===== config.mk =====
export PLATFORM = sky130hd
export DESIGN_NAME = ich_top
export DESIGN_NICKNAME = d
export VERILOG_FILES = /design/src/hw/ich_pkg.sv /design/src/hw/ich_top.sv
export SDC_FILE = /design/constraint.sdc
export NUM_CORES = 2
export LEC_CHECK = 0
export BUFFER_PORTS_ARGS = -buffer_cell sky130_fd_sc_hd__clkbuf_2
export CAP_MARGIN = 0
export CORE_ASPECT_RATIO = 0.6
export CORE_MARGIN = 2
export CORE_UTILIZATION = 34
export DETAILED_ROUTE_END_ITERATION = 10
export PLACE_DENSITY_LB_ADDON = 0.25
export SKIP_CTS_REPAIR_TIMING = 1
export SYNTH_ARGS = -nofsm -noshare
export SYNTH_HDL_FRONTEND = slang
export SYNTH_SLANG_ARGS = --single-unit

===== constraint.sdc =====
create_clock -name core_clk_i -period 7.85 [get_ports core_clk_i]
set_input_delay 0.785 -clock core_clk_i [delete_from_list [all_inputs] [get_ports core_clk_i]]
set_output_delay 0.785 -clock core_clk_i [all_outputs]
set_load 0.01 [all_outputs]

===== src/hw/ich_pkg.sv =====
// constants of the instruction code handler: register map, codes, keys, reset values
// assumes a 32-bit apb master and an inverter core on the same clock
package ich_pkg;
	// register byte offsets
	localparam logic [7:0] OFS_CODE    = 8'h00;
	localparam logic [7:0] OFS_DATA    = 8'h04;
	localparam logic [7:0] OFS_RESULT  = 8'h08;
	localparam logic [7:0] OFS_EXT     = 8'h0c;
	localparam logic [7:0] OFS_MSEL    = 8'h10;
	localparam logic [7:0] OFS_MSEL3   = 8'h14;
	localparam logic [7:0] OFS_MRES    = 8'h24;
	localparam logic [7:0] OFS_STATUS  = 8'h3c;
	localparam logic [7:0] OFS_LAST    = 8'h3c;
	// result register field positions
	localparam int         RES_ERR_BIT = 16;
	// status register field positions
	localparam int         STS_BUSY    = 0;
	localparam int         STS_KEEP    = 1;
	localparam int         STS_SEC_LSB = 8;
	localparam int         STS_SPC_LSB = 16;
	// instruction code ranges and special codes
	localparam logic [7:0] RD_LAST     = 8'h63;
	localparam logic [7:0] WR_FIRST    = 8'h80;
	localparam logic [7:0] WR_LAST     = 8'he3;
	localparam logic [7:0] C_SEC_RD    = 8'h6c;
	localparam logic [7:0] C_SPC_MON   = 8'h72;
	localparam logic [7:0] C_SPC_RD    = 8'h73;
	localparam logic [7:0] C_SEC_WR    = 8'hec;
	localparam logic [7:0] C_SPC_WR    = 8'hf3;
	localparam logic [7:0] C_FLT_CLR   = 8'hf4;
	localparam logic [7:0] C_PAR_CLR   = 8'hfc;
	localparam logic [7:0] C_INV_RST   = 8'hfd;
	// key values
	localparam logic [15:0] K_9696     = 16'h9696;
	localparam logic [15:0] K_5A5A     = 16'h5a5a;
	localparam logic [15:0] K_9966     = 16'h9966;
	localparam logic [15:0] K_55AA     = 16'h55aa;
	// protected parameter numbers and special settings
	localparam logic [15:0] PR_WPROT   = 16'h004d;
	localparam logic [15:0] PR_OPSRC   = 16'h004f;
	localparam logic [31:0] SP_8888    = 32'h0000_22b8;
	localparam logic [31:0] SP_9999    = 32'h0000_270f;
	localparam logic [15:0] LK_8888    = 16'hfff0;
	localparam logic [15:0] LK_9999    = 16'hffff;
	localparam logic [15:0] SAT_MAX    = 16'hffff;
	// extended setting values that open second parameter access
	localparam logic [7:0] EXT_ONE     = 8'h01;
	localparam logic [7:0] EXT_NINE    = 8'h09;
	localparam logic [15:0] PAR_STEP   = 16'h0064;
	// bias and gain windows
	localparam logic [6:0] BG1_LO      = 7'h5e;
	localparam logic [6:0] BG1_HI      = 7'h61;
	localparam logic [6:0] BG9_LO      = 7'h11;
	localparam logic [6:0] BG9_HI      = 7'h23;
	localparam logic [1:0] SEC_MAX     = 2'h2;
	localparam logic [15:0] MAIN_SEL_AUTO = 16'h0064;
	// reset values
	localparam logic [7:0] RST_EXT     = 8'h00;
	localparam logic [1:0] RST_SEC     = 2'h0;
	localparam logic [7:0] RST_SPC     = 8'h01;
	localparam logic [15:0] RST_MSEL   = 16'h0000;
	typedef enum logic [0:0] {ST_IDLE, ST_WAIT} ich_state_t;
endpackage


===== src/hw/ich_top.sv =====
// instruction code handler: apb registers, code decode, parameter and monitor access
// assumes the inverter core runs on core_clk_i and acknowledges each parameter request
//
// What the document requires
// [RULE1] codes 00-63 read, 80-e3 write parameters
// [RULE2] writes to parameters 77 and 79 refused
// [RULE3] 8888 travels as 65520, 9999 as 65535
// [RULE4] master sets ram write select before frequent writes
// [RULE5] f4 with 9696 clears fault history
// [RULE6] fc: 9696 clears with comms, 5a5a keeps comms
// [RULE7] all clear: 9966 clears comms, 55aa keeps
// [RULE8] any clear resets ec, f3, ff settings
// [RULE9] power loss during keep-clear reverts comm parameters
// [RULE10] fd with 9696 resets the inverter
// [RULE11] second parameter select: read 6c, write ec
// [RULE12] second parameter access only at extended 1/9
// [RULE13] bias and gain windows depend on extended setting
// [RULE14] special monitor write uses low byte only
// [RULE15] 32-bit values above ffff read as ffff
// [RULE16] monitor word: low byte first, high second
// [RULE17] four more words select monitors three to six
// [RULE18] code 00: zero low, frequency high
// [RULE19] frequency monitors ignore speed display scaling
// [RULE20] main select 100: set when stopped, output running
// [RULE21] code 72 returns the special monitor value
// [RULE22] clear codes with unknown keys do nothing
//
// Implementation choices: the APB interface to the registers and the register addresses.
module ich_top #(
	parameter int NMON = 16
) (
	input  wire logic                 core_clk_i,
	input  wire logic                 arst_n_i,
	input  wire logic [7:0]           paddr_i,
	input  wire logic                 psel_i,
	input  wire logic                 penable_i,
	input  wire logic                 pwrite_i,
	input  wire logic [31:0]          pwdata_i,
	output logic      [31:0]          prdata_o,
	output logic                      pready_o,
	output logic                      pslverr_o,
	output logic                      par_req_o,
	output logic                      par_we_o,
	output logic      [15:0]          par_num_o,
	output logic      [31:0]          par_wdata_o,
	output logic                      par_bias_gain_o,
	output logic      [1:0]           par_second_sel_o,
	input  wire logic                 par_ack_i,
	input  wire logic [31:0]          par_rdata_i,
	output logic                      fault_clr_o,
	output logic                      par_clr_o,
	output logic                      all_clr_o,
	output logic                      comm_clr_o,
	output logic                      comm_keep_busy_o,
	input  wire logic                 clr_done_i,
	output logic                      inv_reset_o,
	input  wire logic [NMON*32-1:0]   mon_items_i,
	input  wire logic                 running_i,
	input  wire logic [15:0]          set_freq_i,
	input  wire logic [15:0]          out_freq_i,
	input  wire logic [15:0]          panel_main_monitor_select_i,
	output logic      [15:0]          main_monitor_o
);
	typedef struct packed {
		ich_pkg::ich_state_t st;
		logic [7:0]          code;
		logic [15:0]         data;
		logic [15:0]         result;
		logic                err;
		logic [7:0]          ext;
		logic [1:0]          sec_sel;
		logic [7:0]          spc_sel;
		logic [15:0]         msel;
		logic [3:0][15:0]    msel36;
		logic [5:0][15:0]    mres;
		logic [15:0]         spc_val;
		logic [15:0]         main_mon;
		logic [31:0]         prdata;
		logic                par_req;
		logic                par_we;
		logic [15:0]         par_num;
		logic [31:0]         par_wdata;
		logic                bias_gain;
		logic                fault_clr;
		logic                par_clr;
		logic                all_clr;
		logic                comm_clr;
		logic                keep_busy;
		logic                inv_rst;
	} ich_reg_t;

	ich_reg_t ich_ff;
	ich_reg_t nxt_ich;

	// frequency items come straight from the core in 0.01 hz, so speed scaling never applies
	function automatic logic [15:0] mon_pick(input logic [7:0] c, input logic upper);
		logic [31:0] v;
		v = 32'h0000_0000;
		if (c == 8'h00 && !upper) begin
			v = 32'h0000_0000; // see [RULE18]
		end else if (c == 8'h00) begin
			v = mon_items_i[32 +: 32]; // see [RULE18] [RULE19]
		end else if (32'(c) < NMON) begin
			v = mon_items_i[32*c +: 32]; // see [RULE19]
		end
		return (v > 32'(ich_pkg::SAT_MAX)) ? ich_pkg::SAT_MAX : v[15:0]; // see [RULE15]
	endfunction

	// parameter value to link value, specials first so they go out as their link codes and not as plain values
	function automatic logic [15:0] to_link(input logic [31:0] v);
		if (v == ich_pkg::SP_8888) begin
			return ich_pkg::LK_8888; // see [RULE3]
		end else if (v == ich_pkg::SP_9999) begin
			return ich_pkg::LK_9999; // see [RULE3]
		end
		return (v > 32'(ich_pkg::SAT_MAX)) ? ich_pkg::SAT_MAX : v[15:0]; // see [RULE15]
	endfunction

	function automatic logic [31:0] from_link(input logic [15:0] d);
		if (d == ich_pkg::LK_8888) begin
			return ich_pkg::SP_8888; // see [RULE3]
		end else if (d == ich_pkg::LK_9999) begin
			return ich_pkg::SP_9999; // see [RULE3]
		end
		return {16'h0000, d};
	endfunction

	logic        wr_acc;
	logic        rd_setup;
	logic        addr_ok;
	logic        code_refused;
	logic        ext_ok;
	logic [6:0]  pidx;
	logic [15:0] pnum;
	logic        bg_hit;

	assign addr_ok      = (paddr_i[1:0] == 2'b00) && (paddr_i <= ich_pkg::OFS_LAST);
	// a code written while a parameter access is pending would be lost, so it is refused
	assign code_refused = (ich_ff.st == ich_pkg::ST_WAIT) && (paddr_i == ich_pkg::OFS_CODE);
	assign pready_o     = 1'b1;
	assign pslverr_o    = psel_i && penable_i && (!addr_ok || (pwrite_i && code_refused));
	assign wr_acc       = psel_i && penable_i && pwrite_i && !pslverr_o;
	assign rd_setup     = psel_i && !penable_i && !pwrite_i;
	assign ext_ok       = (ich_ff.ext == ich_pkg::EXT_ONE) || (ich_ff.ext == ich_pkg::EXT_NINE);
	assign pidx         = pwdata_i[6:0];
	assign pnum         = 16'(ich_ff.ext) * ich_pkg::PAR_STEP + 16'(pidx);
	assign bg_hit       = ((ich_ff.ext == ich_pkg::EXT_ONE) && pidx >= ich_pkg::BG1_LO
	                      && pidx <= ich_pkg::BG1_HI)
	                   || ((ich_ff.ext == ich_pkg::EXT_NINE) && pidx >= ich_pkg::BG9_LO
	                      && pidx <= ich_pkg::BG9_HI); // see [RULE13]

	always_comb begin
		logic [7:0] c;
		c = pwdata_i[7:0];
		nxt_ich = ich_ff;
		nxt_ich.fault_clr = 1'b0;
		nxt_ich.par_clr   = 1'b0;
		nxt_ich.all_clr   = 1'b0;
		nxt_ich.comm_clr  = 1'b0;
		nxt_ich.inv_rst   = 1'b0;
		nxt_ich.par_req   = 1'b0;
		if (clr_done_i) begin
			nxt_ich.keep_busy = 1'b0; // see [RULE9]
		end
		// monitor results refresh every cycle from the select words
		nxt_ich.mres[0] = mon_pick(ich_ff.msel[7:0], 1'b0); // see [RULE16]
		nxt_ich.mres[1] = mon_pick(ich_ff.msel[15:8], 1'b1); // see [RULE16]
		for (int i = 0; i < 4; i++) begin
			nxt_ich.mres[i+2] = mon_pick(ich_ff.msel36[i][7:0], 1'b0); // see [RULE17]
		end
		nxt_ich.spc_val  = mon_pick(ich_ff.spc_sel, 1'b0);
		nxt_ich.main_mon = (panel_main_monitor_select_i == ich_pkg::MAIN_SEL_AUTO) ?
		                   (running_i ? out_freq_i : set_freq_i) : out_freq_i; // see [RULE20]
		if (ich_ff.st == ich_pkg::ST_WAIT && par_ack_i) begin
			nxt_ich.st = ich_pkg::ST_IDLE;
			if (!ich_ff.par_we) begin
				nxt_ich.result = to_link(par_rdata_i);
			end
		end
		if (rd_setup) begin
			nxt_ich.prdata = 32'h0000_0000;
			unique case (paddr_i)
				ich_pkg::OFS_CODE:   nxt_ich.prdata[7:0] = ich_ff.code;
				ich_pkg::OFS_DATA:   nxt_ich.prdata[15:0] = ich_ff.data;
				ich_pkg::OFS_RESULT: nxt_ich.prdata[16:0] = {ich_ff.err, ich_ff.result};
				ich_pkg::OFS_EXT:    nxt_ich.prdata[7:0] = ich_ff.ext;
				ich_pkg::OFS_MSEL:   nxt_ich.prdata[15:0] = ich_ff.msel;
				ich_pkg::OFS_STATUS: begin
					nxt_ich.prdata[ich_pkg::STS_BUSY] = (ich_ff.st == ich_pkg::ST_WAIT);
					nxt_ich.prdata[ich_pkg::STS_KEEP] = ich_ff.keep_busy;
					nxt_ich.prdata[ich_pkg::STS_SEC_LSB +: 2] = ich_ff.sec_sel;
					nxt_ich.prdata[ich_pkg::STS_SPC_LSB +: 8] = ich_ff.spc_sel;
				end
				default: begin
					// out-of-map reads from OFS_MSEL3 up return a select word by truncated index; only the result array read is bounds-checked
					if (addr_ok && paddr_i >= ich_pkg::OFS_MRES) begin
						nxt_ich.prdata[15:0] = ich_ff.mres[3'((paddr_i - ich_pkg::OFS_MRES) >> 2)];
					end else if (paddr_i >= ich_pkg::OFS_MSEL3) begin
						nxt_ich.prdata[15:0] =
							ich_ff.msel36[2'((paddr_i - ich_pkg::OFS_MSEL3) >> 2)];
					end
				end
			endcase
		end
		if (wr_acc) begin
			unique case (paddr_i)
				ich_pkg::OFS_DATA: nxt_ich.data = pwdata_i[15:0];
				ich_pkg::OFS_EXT:  nxt_ich.ext  = pwdata_i[7:0];
				ich_pkg::OFS_MSEL: nxt_ich.msel = pwdata_i[15:0];
				ich_pkg::OFS_CODE: begin
					nxt_ich.code = c;
					nxt_ich.err  = 1'b0;
					if (c <= ich_pkg::RD_LAST) begin
						nxt_ich.st        = ich_pkg::ST_WAIT; // see [RULE1]
						nxt_ich.par_req   = 1'b1;
						nxt_ich.par_we    = 1'b0;
						nxt_ich.par_num   = pnum;
						nxt_ich.bias_gain = bg_hit;
					end else if (c >= ich_pkg::WR_FIRST && c <= ich_pkg::WR_LAST) begin
						if (pnum == ich_pkg::PR_WPROT || pnum == ich_pkg::PR_OPSRC) begin
							nxt_ich.err = 1'b1; // see [RULE2]
						end else begin
							nxt_ich.st        = ich_pkg::ST_WAIT; // see [RULE1]
							nxt_ich.par_req   = 1'b1;
							nxt_ich.par_we    = 1'b1;
							nxt_ich.par_num   = pnum;
							nxt_ich.par_wdata = from_link(ich_ff.data);
							nxt_ich.bias_gain = bg_hit;
						end
					end else if (c == ich_pkg::C_SEC_RD || c == ich_pkg::C_SEC_WR) begin
						if (!ext_ok) begin
							nxt_ich.err = 1'b1; // see [RULE12]
						end else if (c == ich_pkg::C_SEC_RD) begin
							nxt_ich.result = {14'h0000, ich_ff.sec_sel}; // see [RULE11]
						end else if (ich_ff.data[7:0] <= 8'(ich_pkg::SEC_MAX)) begin
							nxt_ich.sec_sel = ich_ff.data[1:0]; // see [RULE11]
						end else begin
							nxt_ich.err = 1'b1;
						end
					end else if (c == ich_pkg::C_SPC_MON) begin
						nxt_ich.result = ich_ff.spc_val; // see [RULE21]
					end else if (c == ich_pkg::C_SPC_RD) begin
						nxt_ich.result = {8'h00, ich_ff.spc_sel};
					end else if (c == ich_pkg::C_SPC_WR) begin
						nxt_ich.spc_sel = ich_ff.data[7:0]; // see [RULE14]
					end else if (c == ich_pkg::C_FLT_CLR && ich_ff.data == ich_pkg::K_9696) begin
						nxt_ich.fault_clr = 1'b1; // see [RULE5]
					end else if (c == ich_pkg::C_INV_RST && ich_ff.data == ich_pkg::K_9696) begin
						nxt_ich.inv_rst = 1'b1; // see [RULE10]
					end else if (c == ich_pkg::C_PAR_CLR && (ich_ff.data == ich_pkg::K_9696
					             || ich_ff.data == ich_pkg::K_5A5A
					             || ich_ff.data == ich_pkg::K_9966
					             || ich_ff.data == ich_pkg::K_55AA)) begin
						nxt_ich.par_clr  = (ich_ff.data == ich_pkg::K_9696)
						                || (ich_ff.data == ich_pkg::K_5A5A); // see [RULE6]
						nxt_ich.all_clr  = !nxt_ich.par_clr; // see [RULE7]
						nxt_ich.comm_clr = (ich_ff.data == ich_pkg::K_9696)
						                || (ich_ff.data == ich_pkg::K_9966); // see [RULE6] [RULE7]
						nxt_ich.keep_busy = !nxt_ich.comm_clr; // see [RULE9]
						nxt_ich.sec_sel  = ich_pkg::RST_SEC; // see [RULE8]
						nxt_ich.spc_sel  = ich_pkg::RST_SPC; // see [RULE8]
						nxt_ich.msel     = ich_pkg::RST_MSEL; // see [RULE8]
					end else begin
						nxt_ich.err = 1'b1; // see [RULE22]
					end
				end
				default: begin
					if (paddr_i >= ich_pkg::OFS_MSEL3 && paddr_i < ich_pkg::OFS_MRES) begin
						nxt_ich.msel36[2'((paddr_i - ich_pkg::OFS_MSEL3) >> 2)] =
							pwdata_i[15:0]; // see [RULE17]
					end
				end
			endcase
		end
	end

	always_ff @(posedge core_clk_i or negedge arst_n_i) begin
		if (!arst_n_i) begin
			ich_ff         <= '0;
			ich_ff.st      <= ich_pkg::ST_IDLE;
			ich_ff.ext     <= ich_pkg::RST_EXT;
			ich_ff.sec_sel <= ich_pkg::RST_SEC;
			ich_ff.spc_sel <= ich_pkg::RST_SPC;
			ich_ff.msel    <= ich_pkg::RST_MSEL;
		end else begin
			ich_ff <= nxt_ich;
		end
	end

	assign prdata_o         = ich_ff.prdata;
	assign par_req_o        = ich_ff.par_req;
	assign par_we_o         = ich_ff.par_we;
	assign par_num_o        = ich_ff.par_num;
	assign par_wdata_o      = ich_ff.par_wdata;
	assign par_bias_gain_o  = ich_ff.bias_gain;
	assign par_second_sel_o = ich_ff.sec_sel;
	assign fault_clr_o      = ich_ff.fault_clr;
	assign par_clr_o        = ich_ff.par_clr;
	assign all_clr_o        = ich_ff.all_clr;
	assign comm_clr_o       = ich_ff.comm_clr;
	assign comm_keep_busy_o = ich_ff.keep_busy;
	assign inv_reset_o      = ich_ff.inv_rst;
	assign main_monitor_o   = ich_ff.main_mon;

	// reads the registered selections, so it sees the defaults set with the clear pulse
	function automatic logic spc_sel_ok();
		return ich_ff.spc_sel == ich_pkg::RST_SPC && ich_ff.sec_sel == ich_pkg::RST_SEC;
	endfunction
endmodule


# == Yosys cells after proc, flatten, opt, wreduce, memory -nomap -nowiden ==
# Cells that the tools add are included.
# word_totals
regBits,349
inputBits,640
out_inout_bits,109
word_cells,311
# op_classes
add_sub_neg,3
multipliers,1
n_lt_le_gt_ge,30
eq_ne,46
n_shift,7
muxes,123
bitwise_logic,7
reduce_logical,61
# op_table
operator,n
512-bit by 14-bit indexed part select with 32-bit output,7
32-bit two-way mux,18
16-bit two-way mux,27
"32-bit by 16-bit greater-than comparator with 1-bit output, second input constant",8
26-bit two-way mux,7
140-bit two-way mux,1
64-bit two-way mux,2
57-bit two-way mux,2
51-bit two-way mux,2
64-bit bitwise mux,1
"16-bit == test, second input constant",4
"32-bit by 14-bit == test with 1-bit output, second input constant",2
8-bit logical NOT,8
"8-bit by 5-bit less-than comparator with 1-bit output, second input constant",7
17-bit two-way mux,3
16-bit binary-select mux with 3-bit select,1
"16-bit by 7-bit == test with 1-bit output, second input constant",3
"8-bit == test, second input constant",5
6-bit two-way mux,6
"2-bit inequality test, second input constant",18
6-bit one-hot mux with 6 select lines,1
16-bit binary-select mux with 2-bit select,1
16-bit demux with 2-bit select,1
"16-bit by 15-bit == test with 1-bit output, second input constant",2
57 further kinds,141

# == Longest topological paths before layout ==
# depth
ltp_word,16
depth_mapped,16
ltp_nobuf,15

# == Least setup slack after synthesis ==
# No wires, ideal clock.
# synth_timing
kind,register -> register
start,register ich_ff[309] (netlist bit)
end,"register ich_ff, in the netlist par_wdata_o[13]"
setup_time_ns,0.128
arrival_time_ns,4.097
t_required_ns,7.722
slack_ns,3.625
path_stages_with_launch,15
path_buffers,1
period_less_slack_ns,4.225
path_cell_list,dfrtp_1 inv_1 ha_1 ha_1 fa_1 ha_1 xor2_1 nor2_1 a21boi_0 nor4b_1 or3_1 o2111a_2 a211oi_4 buf_6 mux2_1
# synth_via
elab_chain_cells,6
word_cells_on_any_way,7
cone_classes,1 x add/sub; 1 x mul; 2 x eq/ne; 1 x bitwise; 2 x reduce/logical
# synth_lines
element,line_no,source
from (decl),ich_top.sv:92,ich_reg_t ich_ff;
from (signal assigned),ich_top.sv:286,ich_ff <= nxt_ich;
8-bit by 5-bit multiplier with 13-bit output *,ich_top.sv:146,assign pnum = 16'(ich_ff.ext) * ich_pkg::PAR_STEP + 16'(pidx);
15-bit by 7-bit adder with 16-bit output *,ich_top.sv:146,
16-bit by 7-bit == test with 1-bit output,ich_top.sv:220,if (pnum == ich_pkg::PR_WPROT || pnum == ich_pkg::PR_OPSRC) begin
1-bit logical OR *,ich_top.sv:220,
1-bit inverter (no line) *,--,
5-bit AND reduction (no line) *,--,
# Every way passes the cells marked *; elsewhere a longest branch is shown, timed or not.
# A chain may end at the register's enable or synchronous reset.

# == Worst setup path in the final report ==
# layout_timing
start,register ich_ff[309] (netlist bit)
end,"register ich_ff, in the netlist par_wdata_o[3]"
# Same word-level chain as after synthesis.

==> impl_metrics.sql <==
INSERT INTO impl_metrics (metric_group, metric, value, unit) VALUES
('synthesis', 'synth.largest_area_cell', 'sky130_fd_sc_hd__mux4_2', ''),
('critical_path', 'timing.reg2reg.setup_slack', '2670', 'ps'),
('floorplanning', 'starting_utilization_of_the_core_area', '0.3449', ''),
('critical_path', 'worstPathArrival', '5630', 'ps'),
('clocking', 'clkSlewWorstSetupHoldPaths', '60', 'ps'),
('route', 'routed_wire_length', '129900', 'um'),
('critical_path', 'crit_fanout', '16', ''),
('global_routing', 'global_route.usage.total', '0.2665', ''),
('floorplanning', 'core_area', '92320', 'sq um'),
('pwr', 'power.ir.vdd_worst', '102.9', 'uV'),
('placed_design', 'port_buffers', '707', ''),
('route', 'avgViaCountPerCell', '6.329', ''),
('route', 'dr_wl_met3', '15290', 'um'),
('cells_and_area', 'filler_cell_count', '8792', ''),
('clocking', 'cts_tree', 'done', ''),
('synthesis', 'area_fraction_of_the_dominant_cell_type_after_synthesis', '0.4434', ''),
('clocking', 'cts_inserted_buffers', '39', ''),
('cells_and_area', 'final_nets', '3685', ''),
('sta', 'achievable-frequency', '193.0', 'MHz'),
('synthesis', 'ys_ff_latch', '333', ''),
('sta', 'fin_crit_sh', '0.6599', ''),
('critical_path', 'worst-setup-path-type', 'reg2reg', ''),
('pwr', 'power.density_cell_area', '124.0', 'nW/um^2'),
('route', 'met2_length', '58360', 'um'),
('synthesis', 'synth-warning-count', '0', ''),
('critical_path', 'timing.critical_path.from_type', 'flip-flop', ''),
('synthesis', 'synthTopCellsByArea', 'sky130_fd_sc_hd__mux4_2 44%, sky130_fd_sc_hd__dfrtp_1 26%, sky130_fd_sc_hd__mux2_2 4.1%', ''),
('synthesis', 'postSynthCellCount', '2493', ''),
('sta', 'final_hold_violation_count', '0', ''),
('global_routing', 'pin_count_of_the_biggest_net_entering_global_routing', '138', ''),
('clocking', 'clock_insertion_delay_worst_skew', '580', 'ps'),
('synthesis', 'synth.avg_cell_area', '12.77', 'sq um'),
('critical_path', 'path_common_cell', 'sky130_fd_sc_hd__ha_1', ''),
('sta', 'period_minus_slack', '5180', 'ps'),
('clocking', 'cts_root_buffer', 'sky130_fd_sc_hd__clkbuf_16', ''),
('sta', 'final.setup_skew', '33.60', 'ps'),
('critical_path', 'timing.critical_path.required', '8300', 'ps'),
('clocking', 'htree_num_levels', '2', ''),
('placed_design', 'routabilityCongestion', '0.9107', ''),
('floorplanning', 'top_ports', '749', ''),
('sta', 'timing_worst_slew_pin_value', '1269', 'ps'),
('route', 'highest_layer', 'met5', ''),
('sta', 'max_slew_margin', '0.1527', ''),
('global_routing', 'antenna_found_initial', '19', ''),
('cells_and_area', 'register_area', '8386', 'sq um'),
('critical_path', 'r2r_path_start', 'ich_ff[309]', ''),
('critical_path', 'ordered_cell_list_for_the_critical_path', 'inv_1, ha_1, ha_1, fa_1, ha_1, xor2_1, nor2_1, a21boi_0, nor4b_1, or3_1, o2111a_2, a211oi_4, mux2_2', ''),
('synthesis', 'asyncSetResetFlopFracSynth', '1.000', ''),
('floorplanning', 'fp-row-count', '86', ''),
('route', 'drc', '0', ''),
('placed_design', 'hpwl', '94470', 'um'),
('critical_path', 'worst-path-buf-inv', '1', ''),
('synthesis', 'synth_edf_count', '0', ''),
('run_status', 'run_status', 'finished clean', ''),
('global_routing', 'first_global_vias', '26500', ''),
('cells_and_area', 'multi_input_comb_area', '21840', 'sq um'),
('critical_path', 'timing.critical_path.slowest_stage_cell', 'sky130_fd_sc_hd__a211oi_4', ''),
('floorplanning', 'design.die.area', '96210', 'sq um'),
('cells_and_area', 'syn_to_final_growth', '17.28', '%'),
('critical_path', 'critical_path.endpoint_type', 'flip-flop', ''),
('floorplanning', 'die_height', '241.1', 'um'),
('clocking', 'max-clock-path-buffers', '3', ''),
('synthesis', 'sequential_to_total_area_share_from_yosys_stat', '0.2617', ''),
('synthesis', 'most_frequent_cell_after_synthesis', 'sky130_fd_sc_hd__mux4_2', ''),
('synthesis', 'yosysUniqueCellTypes', '85', ''),
('route', 'route.layer.met1.wl', '51580', 'um'),
('cells_and_area', 'post_route_cells_drive_above_1_share', '0.5403', ''),
('sta', 'setup_repair_after_global_routing_missed_its_margin', 'false', ''),
('route', 'wl_per_cell', '30.41', 'um'),
('critical_path', 'crit_family', 'compound AO/OA/AOI/OAI gates', ''),
('pwr', 'report.power.total', '4.632', 'mW');
-- how the worst max path moves through the flow --
stage                     slack [ps]         from               to  cells past startpoint
final                           2670  ich_ff[309]   par_wdata_o[3]                     13
after global routing            2380  ich_ff[309]   par_wdata_o[1]                     13
after CTS                       2710  ich_ff[309]   par_wdata_o[1]                     13
after detailed placement        2720  ich_ff[309]   par_wdata_o[1]                     13
after global placement          2790  ich_ff[309]   par_wdata_o[3]                     13
after floorplan                 3630  ich_ff[309]  par_wdata_o[13]                     14
-- routing by layer --
| metal | vias up | GRT usage |
|---|---|---|
| met5 | - | 0 |
| met1 | 13710 | 0.3694 |
| met3 | 293 | 0.07690 |
| met2 | 1974 | 0.3995 |
| li1 | 11050 | - |
| met4 | 6 | 0.09410 |
-- area by class of cell --
cell class | count | area share
multi-input cells | 1792 | 0.5847
flip-flops and latches | 333 | 0.2245
repair buffers | 761 | 0.1063
well taps | 1232 | 0.04127
clock buffers | 52 | 0.02931
inverters | 68 | 0.006834
clock inverters | 18 | 0.006130
diodes | 15 | 0.001005
-- kinds of logic (layout without fill, tap and decap cells) --
| family | count (synthesis) | count (layout) | share of synthesized area |
|---|---|---|---|
| multiplexers | 806 | 806 | 0.5043 |
| AO/OA/AOI/OAI | 259 | 259 | 0.05544 |
| other | 2 | 40 | 0.0002358 |
| AND/OR/NAND/NOR | 634 | 634 | 0.09406 |
| flip-flops | 333 | 333 | 0.2617 |
| buffers and inverters | 391 | 899 | 0.05870 |
| XOR/XNOR | 18 | 18 | 0.004950 |
| adder cells (fa/ha/maj) | 50 | 50 | 0.02059 |
-- per-stage QoR --
stage                 util  hold slack [ps]  instance area, sq um  cells  setup WS [ps]
floorplan                -            425.7                 31930   2516           3625
detailed placement  0.3898            456.5                 35990   4186           2715
global placement    0.3898            455.7                 35990   4186           2786
finish              0.4046            247.4                 37350   4271           2670
CTS                 0.4041            264.7                 37310   4256           2710
global route        0.4045            306.1                 37350   4270           2377
-- layout by cell type, fill, tap and decap left out, types with 60 or more instances in the layout --
cell                       Yosys  layout
sky130_fd_sc_hd__nor2_1      234     234
sky130_fd_sc_hd__mux4_2      627     627
sky130_fd_sc_hd__mux2i_1      60      60
sky130_fd_sc_hd__clkbuf_2      0     705
sky130_fd_sc_hd__nor4_1       73      72
sky130_fd_sc_hd__inv_1        68      68
sky130_fd_sc_hd__dfrtp_1     332     312
sky130_fd_sc_hd__nand2_1     165     165
sky130_fd_sc_hd__o21ai_0      92      92
sky130_fd_sc_hd__mux2_2      116     116
-- report_power, final --
group / internal (mW) / total, mW / switching, mW
logic: 0.444 / 0.914 / 0.470
clock network: 1.15 / 1.93 / 0.785
registers: 1.76 / 1.79 / 0.0285
Note: power is estimated with default switching activity, not from simulation.
